===== config.mk =====
export PLATFORM = sky130hd
export DESIGN_NAME = pcg_clock_gen
export DESIGN_NICKNAME = d
export VERILOG_FILES = /design/src/pcg_pkg.sv /design/src/pcg_clock_gen.sv /design/src/pcg_period_meter.sv
export SDC_FILE = /design/constraint.sdc
export NUM_CORES = 1
export LEC_CHECK = 0
export BUFFER_PORTS_ARGS = -buffer_cell sky130_fd_sc_hd__buf_2
export CAP_MARGIN = 0
export CORE_ASPECT_RATIO = 0.6
export CORE_MARGIN = 4
export CORE_UTILIZATION = 45
export DETAILED_ROUTE_END_ITERATION = 16
export PLACE_DENSITY_LB_ADDON = 0.15
export SLEW_MARGIN = 10
export SYNTH_ARGS = -nofsm -noshare
export SYNTH_HDL_FRONTEND = slang
export SYNTH_SLANG_ARGS = --single-unit

===== constraint.sdc =====
create_clock -name core_clk_in -period 6 [get_ports core_clk_in]
set_clock_uncertainty 0.1 [all_clocks]
set_input_delay 0.6 -clock core_clk_in [delete_from_list [all_inputs] [get_ports core_clk_in]]
set_output_delay 0.6 -clock core_clk_in [all_outputs]
set_load 0.02 [all_outputs]

===== src/pcg_pkg.sv =====
// Purpose: shared constants and types of the clock pulse generator
// Assumes: the core clock is the multiplied internal clock at 40 MHz
// Notes: settle time is a default only; the top module takes it as a parameter
package pcg_pkg;

  // ----------------------------------------------------------------
  // ratios and timing
  // ----------------------------------------------------------------
  localparam int unsigned PLL_MULT = 4;
  localparam int unsigned PCLK_DIV = 2;
  localparam int unsigned CLK_FREQ_MHZ = 40;
  localparam int unsigned SETTLE_TIME_US = 10000;
  localparam int unsigned SETTLE_CYCLES_DFLT = SETTLE_TIME_US * CLK_FREQ_MHZ;
  localparam int unsigned LOCK_PERIODS_DFLT = 4;
  localparam int unsigned PERIOD_W_DFLT = 8;

  // ----------------------------------------------------------------
  // reset values
  // ----------------------------------------------------------------
  localparam logic PCLK_PHASE_RST = 1'b0;
  localparam logic SYS_CLK_RST = 1'b0;

  // ----------------------------------------------------------------
  // types
  // ----------------------------------------------------------------
  typedef enum logic [1:0] {
    PCG_ST_STOP,
    PCG_ST_SETTLE,
    PCG_ST_RUN
  } pcg_state_t;

  typedef struct packed {
    logic running;
    logic settled;
    logic locked;
  } pcg_status_t;

endpackage : pcg_pkg


===== src/pcg_clock_gen.sv =====
// Purpose: clock pulse generator control: run gate, peripheral divide, lock and settle status
// Assumes: core_clk_in is the multiplied internal clock; all inputs synchronous to it
// Notes: system_clock_out and periph_clk_en_out are gate enables for the pad and
//   peripheral clock cells; the analog multiplier itself lives outside this logic
// Functional notes
// - oscillator runs at the applied input frequency, crystal or external
// - internal clock is four times the oscillator frequency
// - system clock pin runs at the internal clock frequency
// - peripheral clock is the internal clock divided by two
// - no fixed phase between input clock and internal clock is assumed
// - all clock generation stops in software and hardware standby
// - crystal resonator or external clock input accepted as source
`timescale 1ns/100ps
module pcg_clock_gen
  import pcg_pkg::*;
#(
  parameter int unsigned SETTLE_CYCLES = SETTLE_CYCLES_DFLT,
  parameter int unsigned LOCK_PERIODS = LOCK_PERIODS_DFLT,
  parameter int unsigned PERIOD_W = PERIOD_W_DFLT
)
(
  input wire logic core_clk_in, // internal clock, 40 MHz
  input wire logic reset_n_in, // async reset, active low
  input wire logic ext_clock_in, // external clock or crystal input
  input wire logic crystal_pin, // crystal resonator connection
  input wire logic src_crystal_in, // 1: crystal source, 0: external clock
  input wire logic sw_standby_in, // software standby request
  input wire logic hw_standby_n_in, // hardware standby, active low
  output logic system_clock_out, // system clock pin gate enable
  output logic periph_clk_en_out, // peripheral clock enable, every second cycle
  output pcg_status_t status_out // running, settled, locked
);

  // ----------------------------------------------------------------
  // elaboration checks
  // ----------------------------------------------------------------
  generate
    if (SETTLE_CYCLES < 1 || LOCK_PERIODS < 1 || PCLK_DIV != 2)
    begin : g_bad_param
      $error("settle and lock counts must be at least one");
    end
  endgenerate

  localparam int unsigned SETTLE_W = $clog2(SETTLE_CYCLES + 1);
  localparam int unsigned LOCK_W = $clog2(LOCK_PERIODS + 1);
  localparam logic [SETTLE_W-1:0] SETTLE_LAST = SETTLE_W'(SETTLE_CYCLES - 1);
  localparam logic [LOCK_W-1:0] LOCK_DONE = LOCK_W'(LOCK_PERIODS);
  localparam logic [PERIOD_W-1:0] PERIOD_LOCK = PERIOD_W'(PLL_MULT);

  // ----------------------------------------------------------------
  // oscillator source and period measurement
  // ----------------------------------------------------------------
  logic osc_level;
  logic stop_req;
  logic [PERIOD_W-1:0] period;
  logic period_valid;
  logic osc_stalled;
  pcg_state_t state_r;
  pcg_state_t state_nxt;

  always_comb
  begin
    // source select
    // a crystal drives its connection pin in antiphase to the input pin
    osc_level = src_crystal_in ? ~crystal_pin : ext_clock_in;
    stop_req = sw_standby_in | ~hw_standby_n_in;
  end

  pcg_period_meter #(
    .PERIOD_W(PERIOD_W)
  ) u_meter (
    .core_clk_in(core_clk_in),
    .reset_n_in(reset_n_in),
    .enable_in(state_r != PCG_ST_STOP),
    .osc_in(osc_level),
    .period_out(period),
    .period_valid_out(period_valid),
    .stalled_out(osc_stalled)
  );

  // ----------------------------------------------------------------
  // run control: stop, settle, run
  // ----------------------------------------------------------------
  logic [SETTLE_W-1:0] settle_cnt_r;
  logic [SETTLE_W-1:0] settle_cnt_nxt;

  always_comb
  begin
    state_nxt = state_r;
    settle_cnt_nxt = settle_cnt_r;
    unique case (state_r)
      PCG_ST_STOP:
      begin
        settle_cnt_nxt = '0;
        if (!stop_req)
        begin
          state_nxt = PCG_ST_SETTLE;
        end
      end
      PCG_ST_SETTLE:
      begin
        settle_cnt_nxt = settle_cnt_r + SETTLE_W'(1);
        if (settle_cnt_r == SETTLE_LAST)
        begin
          state_nxt = PCG_ST_RUN;
        end
      end
      PCG_ST_RUN:
      begin
        settle_cnt_nxt = '0;
      end
    endcase
    if (stop_req)
    begin
      state_nxt = PCG_ST_STOP;
      settle_cnt_nxt = '0;
    end
  end

  always_ff @(posedge core_clk_in or negedge reset_n_in)
  begin
    if (!reset_n_in)
    begin
      // power-on counts as a start: the settling window applies
      state_r <= PCG_ST_SETTLE;
      settle_cnt_r <= '0;
    end
    else
    begin
      state_r <= state_nxt;
      settle_cnt_r <= settle_cnt_nxt;
    end
  end

  // ----------------------------------------------------------------
  // output clocks and lock status
  // ----------------------------------------------------------------
  logic pclk_phase_r;
  logic pclk_phase_nxt;
  logic sys_nxt;
  logic pclk_en_nxt;
  logic [LOCK_W-1:0] lock_cnt_r;
  logic [LOCK_W-1:0] lock_cnt_nxt;
  pcg_status_t status_nxt;

  always_comb
  begin
    sys_nxt = (state_nxt != PCG_ST_STOP);
    pclk_phase_nxt = sys_nxt ? ~pclk_phase_r : PCLK_PHASE_RST;
    pclk_en_nxt = sys_nxt & pclk_phase_r;
    lock_cnt_nxt = lock_cnt_r;
    if (!sys_nxt || osc_stalled)
    begin
      lock_cnt_nxt = '0;
    end
    else if (period_valid)
    begin
      if (period != PERIOD_LOCK)
      begin
        lock_cnt_nxt = '0;
      end
      else if (lock_cnt_r != LOCK_DONE)
      begin
        lock_cnt_nxt = lock_cnt_r + LOCK_W'(1);
      end
    end
    // lock is reported only, never used to align or gate the clocks
    status_nxt.running = sys_nxt;
    status_nxt.settled = (state_nxt == PCG_ST_RUN);
    status_nxt.locked = (lock_cnt_nxt == LOCK_DONE);
  end

  always_ff @(posedge core_clk_in or negedge reset_n_in)
  begin
    if (!reset_n_in)
    begin
      pclk_phase_r <= PCLK_PHASE_RST;
      system_clock_out <= SYS_CLK_RST;
      periph_clk_en_out <= 1'b0;
      lock_cnt_r <= '0;
      status_out <= '0;
    end
    else
    begin
      pclk_phase_r <= pclk_phase_nxt;
      system_clock_out <= sys_nxt;
      periph_clk_en_out <= pclk_en_nxt;
      lock_cnt_r <= lock_cnt_nxt;
      status_out <= status_nxt;
    end
  end
endmodule : pcg_clock_gen


===== src/pcg_period_meter.sv =====
// Purpose: measures the oscillator period in internal clock cycles
// Assumes: osc_in is synchronous to core_clk_in
// Notes: the count saturates, so a stopped oscillator shows as stalled
`timescale 1ns/100ps
module pcg_period_meter
  import pcg_pkg::*;
#(
  parameter int unsigned PERIOD_W = PERIOD_W_DFLT
)
(
  input wire logic core_clk_in, // internal clock
  input wire logic reset_n_in, // async reset, active low
  input wire logic enable_in, // generation running
  input wire logic osc_in, // oscillator level
  output logic [PERIOD_W-1:0] period_out, // last measured period
  output logic period_valid_out, // one-cycle pulse per new period
  output logic stalled_out // no oscillator edge for a full count
);

  generate
    if (PERIOD_W < 3)
    begin : g_bad_width
      $error("period width too small for the x4 ratio");
    end
  endgenerate

  localparam logic [PERIOD_W-1:0] CNT_MAX = {PERIOD_W{1'b1}};
  localparam logic [PERIOD_W-1:0] CNT_ONE = {{(PERIOD_W-1){1'b0}}, 1'b1};

  logic osc_prev_r;
  logic osc_prev_nxt;
  logic [PERIOD_W-1:0] count_r;
  logic [PERIOD_W-1:0] count_nxt;
  logic [PERIOD_W-1:0] period_nxt;
  logic valid_nxt;
  logic stalled_nxt;
  logic osc_rise;

  always_comb
  begin
    osc_rise = osc_in & ~osc_prev_r;
    osc_prev_nxt = osc_in;
    count_nxt = count_r;
    period_nxt = period_out;
    valid_nxt = 1'b0;
    stalled_nxt = 1'b0;
    if (!enable_in)
    begin
      count_nxt = '0;
    end
    else if (osc_rise)
    begin
      // internal periods per oscillator period are counted from each rising edge
      period_nxt = count_r;
      valid_nxt = (count_r != '0);
      count_nxt = CNT_ONE;
    end
    else if (count_r != CNT_MAX)
    begin
      count_nxt = count_r + CNT_ONE;
    end
    else
    begin
      stalled_nxt = 1'b1;
    end
  end

  always_ff @(posedge core_clk_in or negedge reset_n_in)
  begin
    if (!reset_n_in)
    begin
      osc_prev_r <= 1'b0;
      count_r <= '0;
      period_out <= '0;
      period_valid_out <= 1'b0;
      stalled_out <= 1'b0;
    end
    else
    begin
      osc_prev_r <= osc_prev_nxt;
      count_r <= count_nxt;
      period_out <= period_nxt;
      period_valid_out <= valid_nxt;
      stalled_out <= stalled_nxt;
    end
  end
endmodule : pcg_period_meter


* Yosys cells after proc, flatten, opt, wreduce, memory -nomap -nowiden *
Cells that the tools add are included.

word-level totals
  bits in registers = 48
  latch bits = 0
  RAM bits = 0
  memory bits (read-only) = 0
  input port bits = 7
  output and inout bits = 5
  word-level logic and storage cells = 59
  memories kept = 0

cells by class
  add/subtract/negate cells = 3
  multiply operators = 0
  div/mod/pow operators = 0
  magnitude comparators = 0
  eq/ne operators = 9
  shifts and indexed selects = 0
  multiplexer cells = 19
  bitwise logic cells = 7
  reductions and logical operators = 8

operators with widths
  operator                                                               count
  19-bit one-hot mux with 2 select lines                                 1
  8-bit two-way mux                                                      3
  19-bit by 1-bit adder with 19-bit output, second input constant        1
  19-bit equality test, second input constant                            1
  19-bit two-way mux                                                     1
  3-bit two-way mux                                                      4
  8-bit by 1-bit adder with 8-bit output, second input constant          1
  8-bit by 3-bit != test with 1-bit output, second input constant        1
  8-bit != test, second input constant                                   1
  8-bit nonzero test                                                     1
  1-bit two-way mux                                                      7
  3-bit != test, second input constant                                   2
  2-bit equality test, second input constant                             2
  2-bit two-way mux                                                      2
  1-bit NOT                                                              4
  2-bit one-hot mux with 2 select lines                                  1
  2-bit nonzero test                                                     2
  3-bit by 1-bit adder with 3-bit output, second input constant          1
  3-bit equality test, second input constant                             1
  1-bit bitwise AND                                                      2
  2-bit by 1-bit equality test with 1-bit output, second input constant  1
  2-bit zero test                                                        1
  2-bit AND reduction                                                    1
  2-bit OR reduction                                                     1
  3 further kinds                                                        3

* Logic depth before layout (Yosys ltp) *
  word-level depth = 9
  gate-level depth with buffers = 6

* Cells and area by module *
From an unflattened synthesis, not the netlist that was laid out.

second synthesis, totals
  cell total of the unflattened synthesis = 230
  area total of the unflattened synthesis = 2,401.1 um^2

modules (own cells, without submodules)
  module            times used  cells an instance  area an instance (um^2)  seq. area each (um^2)
  pcg_clock_gen     1           149                1,497.7                  726.9
  pcg_period_meter  1           81                 903.4                    475.5

* Least setup slack after synthesis *
No wires, ideal clock.

  kind = reg2reg
  start = register state_r[0]
  end = register status_out[1] (netlist bit)
  library setup time = 65 ps
  arrival time = 1,841 ps
  data required time = 5,835 ps
  setup slack = 3,995 ps
  cell stages (with the launch flop) = 5
  cells stage by stage = dfstp_2 -> or4b_1 -> or4_1 -> nor4_2 -> o21a_1

RTL lines
  element                 line                  source
  start, declared         pcg_clock_gen.sv:58   pcg_state_t state_r;
  start signal, assigned  pcg_clock_gen.sv:130  state_r <= state_nxt;
  end signal, assigned    pcg_clock_gen.sv:189  status_out <= status_nxt;
  end, declared           pcg_clock_gen.sv:31   output pcg_status_t status_out

==> results by group <==
Timing
  • Final Hold Vio Count: 0
  • Setup violations, final: 0
  • Worst-Margin Slew: around 1.1 ns
  • Slew Limit Fails: 0
  • Fmax: roughly 470 MHz
  • Post-route setup TNS: 0 ns
  • Slew headroom: 0.295
  • Final period utilization: 0.355
  • Tmin final: 2.13 ns
  • Unrepaired setup endpoints after global routing: false

Worst setup path
  • Worst Setup End Kind: flop
  • Worst path bufs/invs: 0
  • Startpoint Class: flop
  • Critical Path Max Stage Delay: 0.59 ns
  • Setup CP Type: flop to flop
  • Worst-path fanout max: 7
  • CP max stage cell: dfstp_2
  • Worst path top cell family by delay: simple AND/OR/NAND/NOR gates
  • CP cell instances: or4b_1, or4_1, nor4_2, o21a_1
  • Crit path DAT: about 2.3 ns
  • CP Data Required Time: 6.14 ns

Power
  • Max VDD drop: approximately 0.094 mV
  • Pleak: 0.00109 uW
  • Power consumption: 560 uW
  • Pwr/cell area: 232 mW/mm^2

Detailed routing
  • Vias/cell: about 5.5
  • Routed Antenna Nets: 0
  • Routed len/inst: 15.3 um
  • Initial DRT Pass Iterations: 5
  • Iteration-0 DRC Markers: 86
  • # DRC: 0
  • Total Wirelength: roughly 4300 um
  • Via Count: 1549

Die
  • Die X: 98.3 um
  • Core area: 0.00466 mm^2
  • Initial Util: 0.473
  • Die Y: 62.2 um
  • Die ar.: around 0.006 mm^2
  • Std cell rows: 19
  • I/O pins: 12

Clock network
  • Post-CTS Repair Setup Buffers: 0
  • CTS tree: built
  • Clock Pin Slew Worst Setup and Hold Paths: about 0.09 ns
  • Post-CTS Resized: 0
  • CTS H-tree lvls: 2
  • Hold buffer count at cts: 0
  • CTS root buffer: clkbuf_8
  • TritonCTS Buffers: 5
  • Skew-Pair Late Insertion Delay: 0.30 ns
  • Clock Sink Count: 48
  • Max clock buf depth: 2

Place
  • Port Buf Inserts: 11
  • GP Congestion: 0.817
  • Final HPWL DP: 3070 um
  • Placed cell areas: 0.00232 mm^2

Logic synthesis
  • Number of synthesized register bits: 48
  • Largest cells by area after synthesis: dfrtp_1 (53%), nor2_1 (4.9%), mux2_2 (4.1%)
  • Syn Nets: 215
  • Post-Syn Area: 0.00220 mm^2
  • Synth cell types: 43
  • Top cell type's share of synthesized area: 0.534
  • Syn_area_per_cell: ~11 um^2
  • Post-synth ARST share: 1.00
  • Post-synthesis cell count: 203
  • EDFF count, synth: 0
  • Synth Flop Type: dfrtp_1
  • Seq/Total Area, Yosys: 0.546
  • Syn. warnings: 0
  • Cell taking the most area after synthesis: dfrtp_1

Global routing
  • Largest net degree at the start of global routing: 49
  • Global route overflow: 0
  • First-pass GRT wire length: 7580 um
  • Tot GR Track Use: 0.157
  • Number of global-route vias before repair: 1553
  • Initial antenna violation count: 0

Layout
  • Area Growth Syn to Fin: 9.54%
  • # diodes: 0
  • Most frequent cells in the layout: dfrtp_1 (47), nor2_1 (29), and3_1 (11), nor3_1 (11), buf_2 (11)
  • Post-layout nets: 229
  • Most common cell after layout, fill and taps aside: dfrtp_1
  • Share of cells above drive strength 1: 0.138
  • Post-route cell area: 0.00241 mm^2

Flow run
  • Max Cap Viol: 0

Outcome
  • Status: completed

Min path
  • Class of the worst hold path: flop to flop
registers in the layout (all words and copies together), names as in the netlist:
name / count
state_r: 2
lock_cnt_r: 3
u_meter.count_r: 8
pclk_phase_r: 1
u_meter.period_out: 8
u_meter.osc_prev_r: 1
u_meter.period_valid_out: 1
settle_cnt_r: 19
status_out: 3
u_meter.stalled_out: 1
periph_clk_en_out: 1
worst register-to-register path, stage by stage, from the launching register on:
cell     delay (ns)
dfstp_2        0.59
or4b_1         0.43
or4_1          0.52
nor4_2         0.28
o21a_1         0.15
metal layers:
layer,share of wire,track usage
met3,0.053,0.0447
met1,0.51,0.231
met4,0.020,0.0647
met5,0,0
met2,0.42,0.216
worst paths after layout:
| kind | start | end | slack (ns) | cells after the start |
|---|---|---|---|---|
| min reg2reg | pclk_phase_r$_DFF_PN0_ | pclk_phase_r$_DFF_PN0_ | 0.32 | 1 |
| max in group asynchronous | reset_n_in | settle_cnt_r[9]$_DFF_PN0_ | 4.76 | 1 |
| min | pclk_phase_r$_DFF_PN0_ | pclk_phase_r$_DFF_PN0_ | 0.32 | 1 |
| min in group asynchronous | reset_n_in | settle_cnt_r[15]$_DFF_PN0_ | 0.39 | 1 |
| max | state_r[0]$_DFF_PN1_ | status_out[1]$_DFF_PN0_ | 3.87 | 4 |
| max reg2reg | state_r[0]$_DFF_PN1_ | status_out[1]$_DFF_PN0_ | 3.87 | 4 |
logic make-up (layout without fill, tap and decap cells):
family                   Yosys count  count (layout)  synth area share
AND/OR/NAND/NOR                   93              93             0.235
flip-flops                        48              48             0.546
AO/OA/AOI/OAI                     19              19            0.0545
XOR/XNOR                          16              16            0.0636
buffers and inverters             12              26            0.0227
multiplexers                      10              10            0.0505
adder cells (fa/ha/maj)            5               5            0.0284
cell usage after synthesis, types with 2 or more instances:
| cell type | count |
|---|---|
| nand3_1 | 7 |
| and3_1 | 11 |
| xor2_1 | 6 |
| and2_1 | 2 |
| a21oi_1 | 7 |
| nor2_1 | 29 |
| and4_1 | 3 |
| ha_1 | 5 |
| xnor2_1 | 10 |
| a211o_1 | 2 |
| inv_1 | 8 |
| nor4_1 | 5 |
| nor3_1 | 11 |
| nand2_1 | 4 |
| o21a_1 | 2 |
| mux2_2 | 8 |
| and4b_1 | 2 |
| dfrtp_1 | 47 |
| clkbuf_1 | 2 |
| nand4_1 | 7 |
| a31oi_1 | 3 |
stage by stage:
stage                     utilization  hold slack (ns)  instances  worst slack (ns)
after floorplan                     -            0.204        203              3.99
after global placement          0.497            0.307        273              3.88
after detailed placement        0.497            0.312        273              3.77
after CTS                       0.518            0.323        280              3.87
after global routing            0.518            0.337        280              3.77
final                           0.518            0.318        280              3.87
power breakdown:
group / switching (uW) / leakage, uW / internal, uW / total [uW]
clock network: 103 / 0.0000503 / 103 / 206
logic: 15.7 / 0.000377 / 7.81 / 23.5
registers: 3.26 / 0.000660 / 328 / 331
layout make-up:
type | instances | area (um^2)
Clock buffer | 7 | 96.3
Fill cell | 426 | 2250
Inverter | 8 | 30.0
Multi-Input combinational cell | 143 | 951
Sequential cell | 48 | 1200
Tap cell | 63 | 78.8
Timing Repair Buffer | 11 | 55.1
Note: power is estimated with default switching activity, not from simulation.
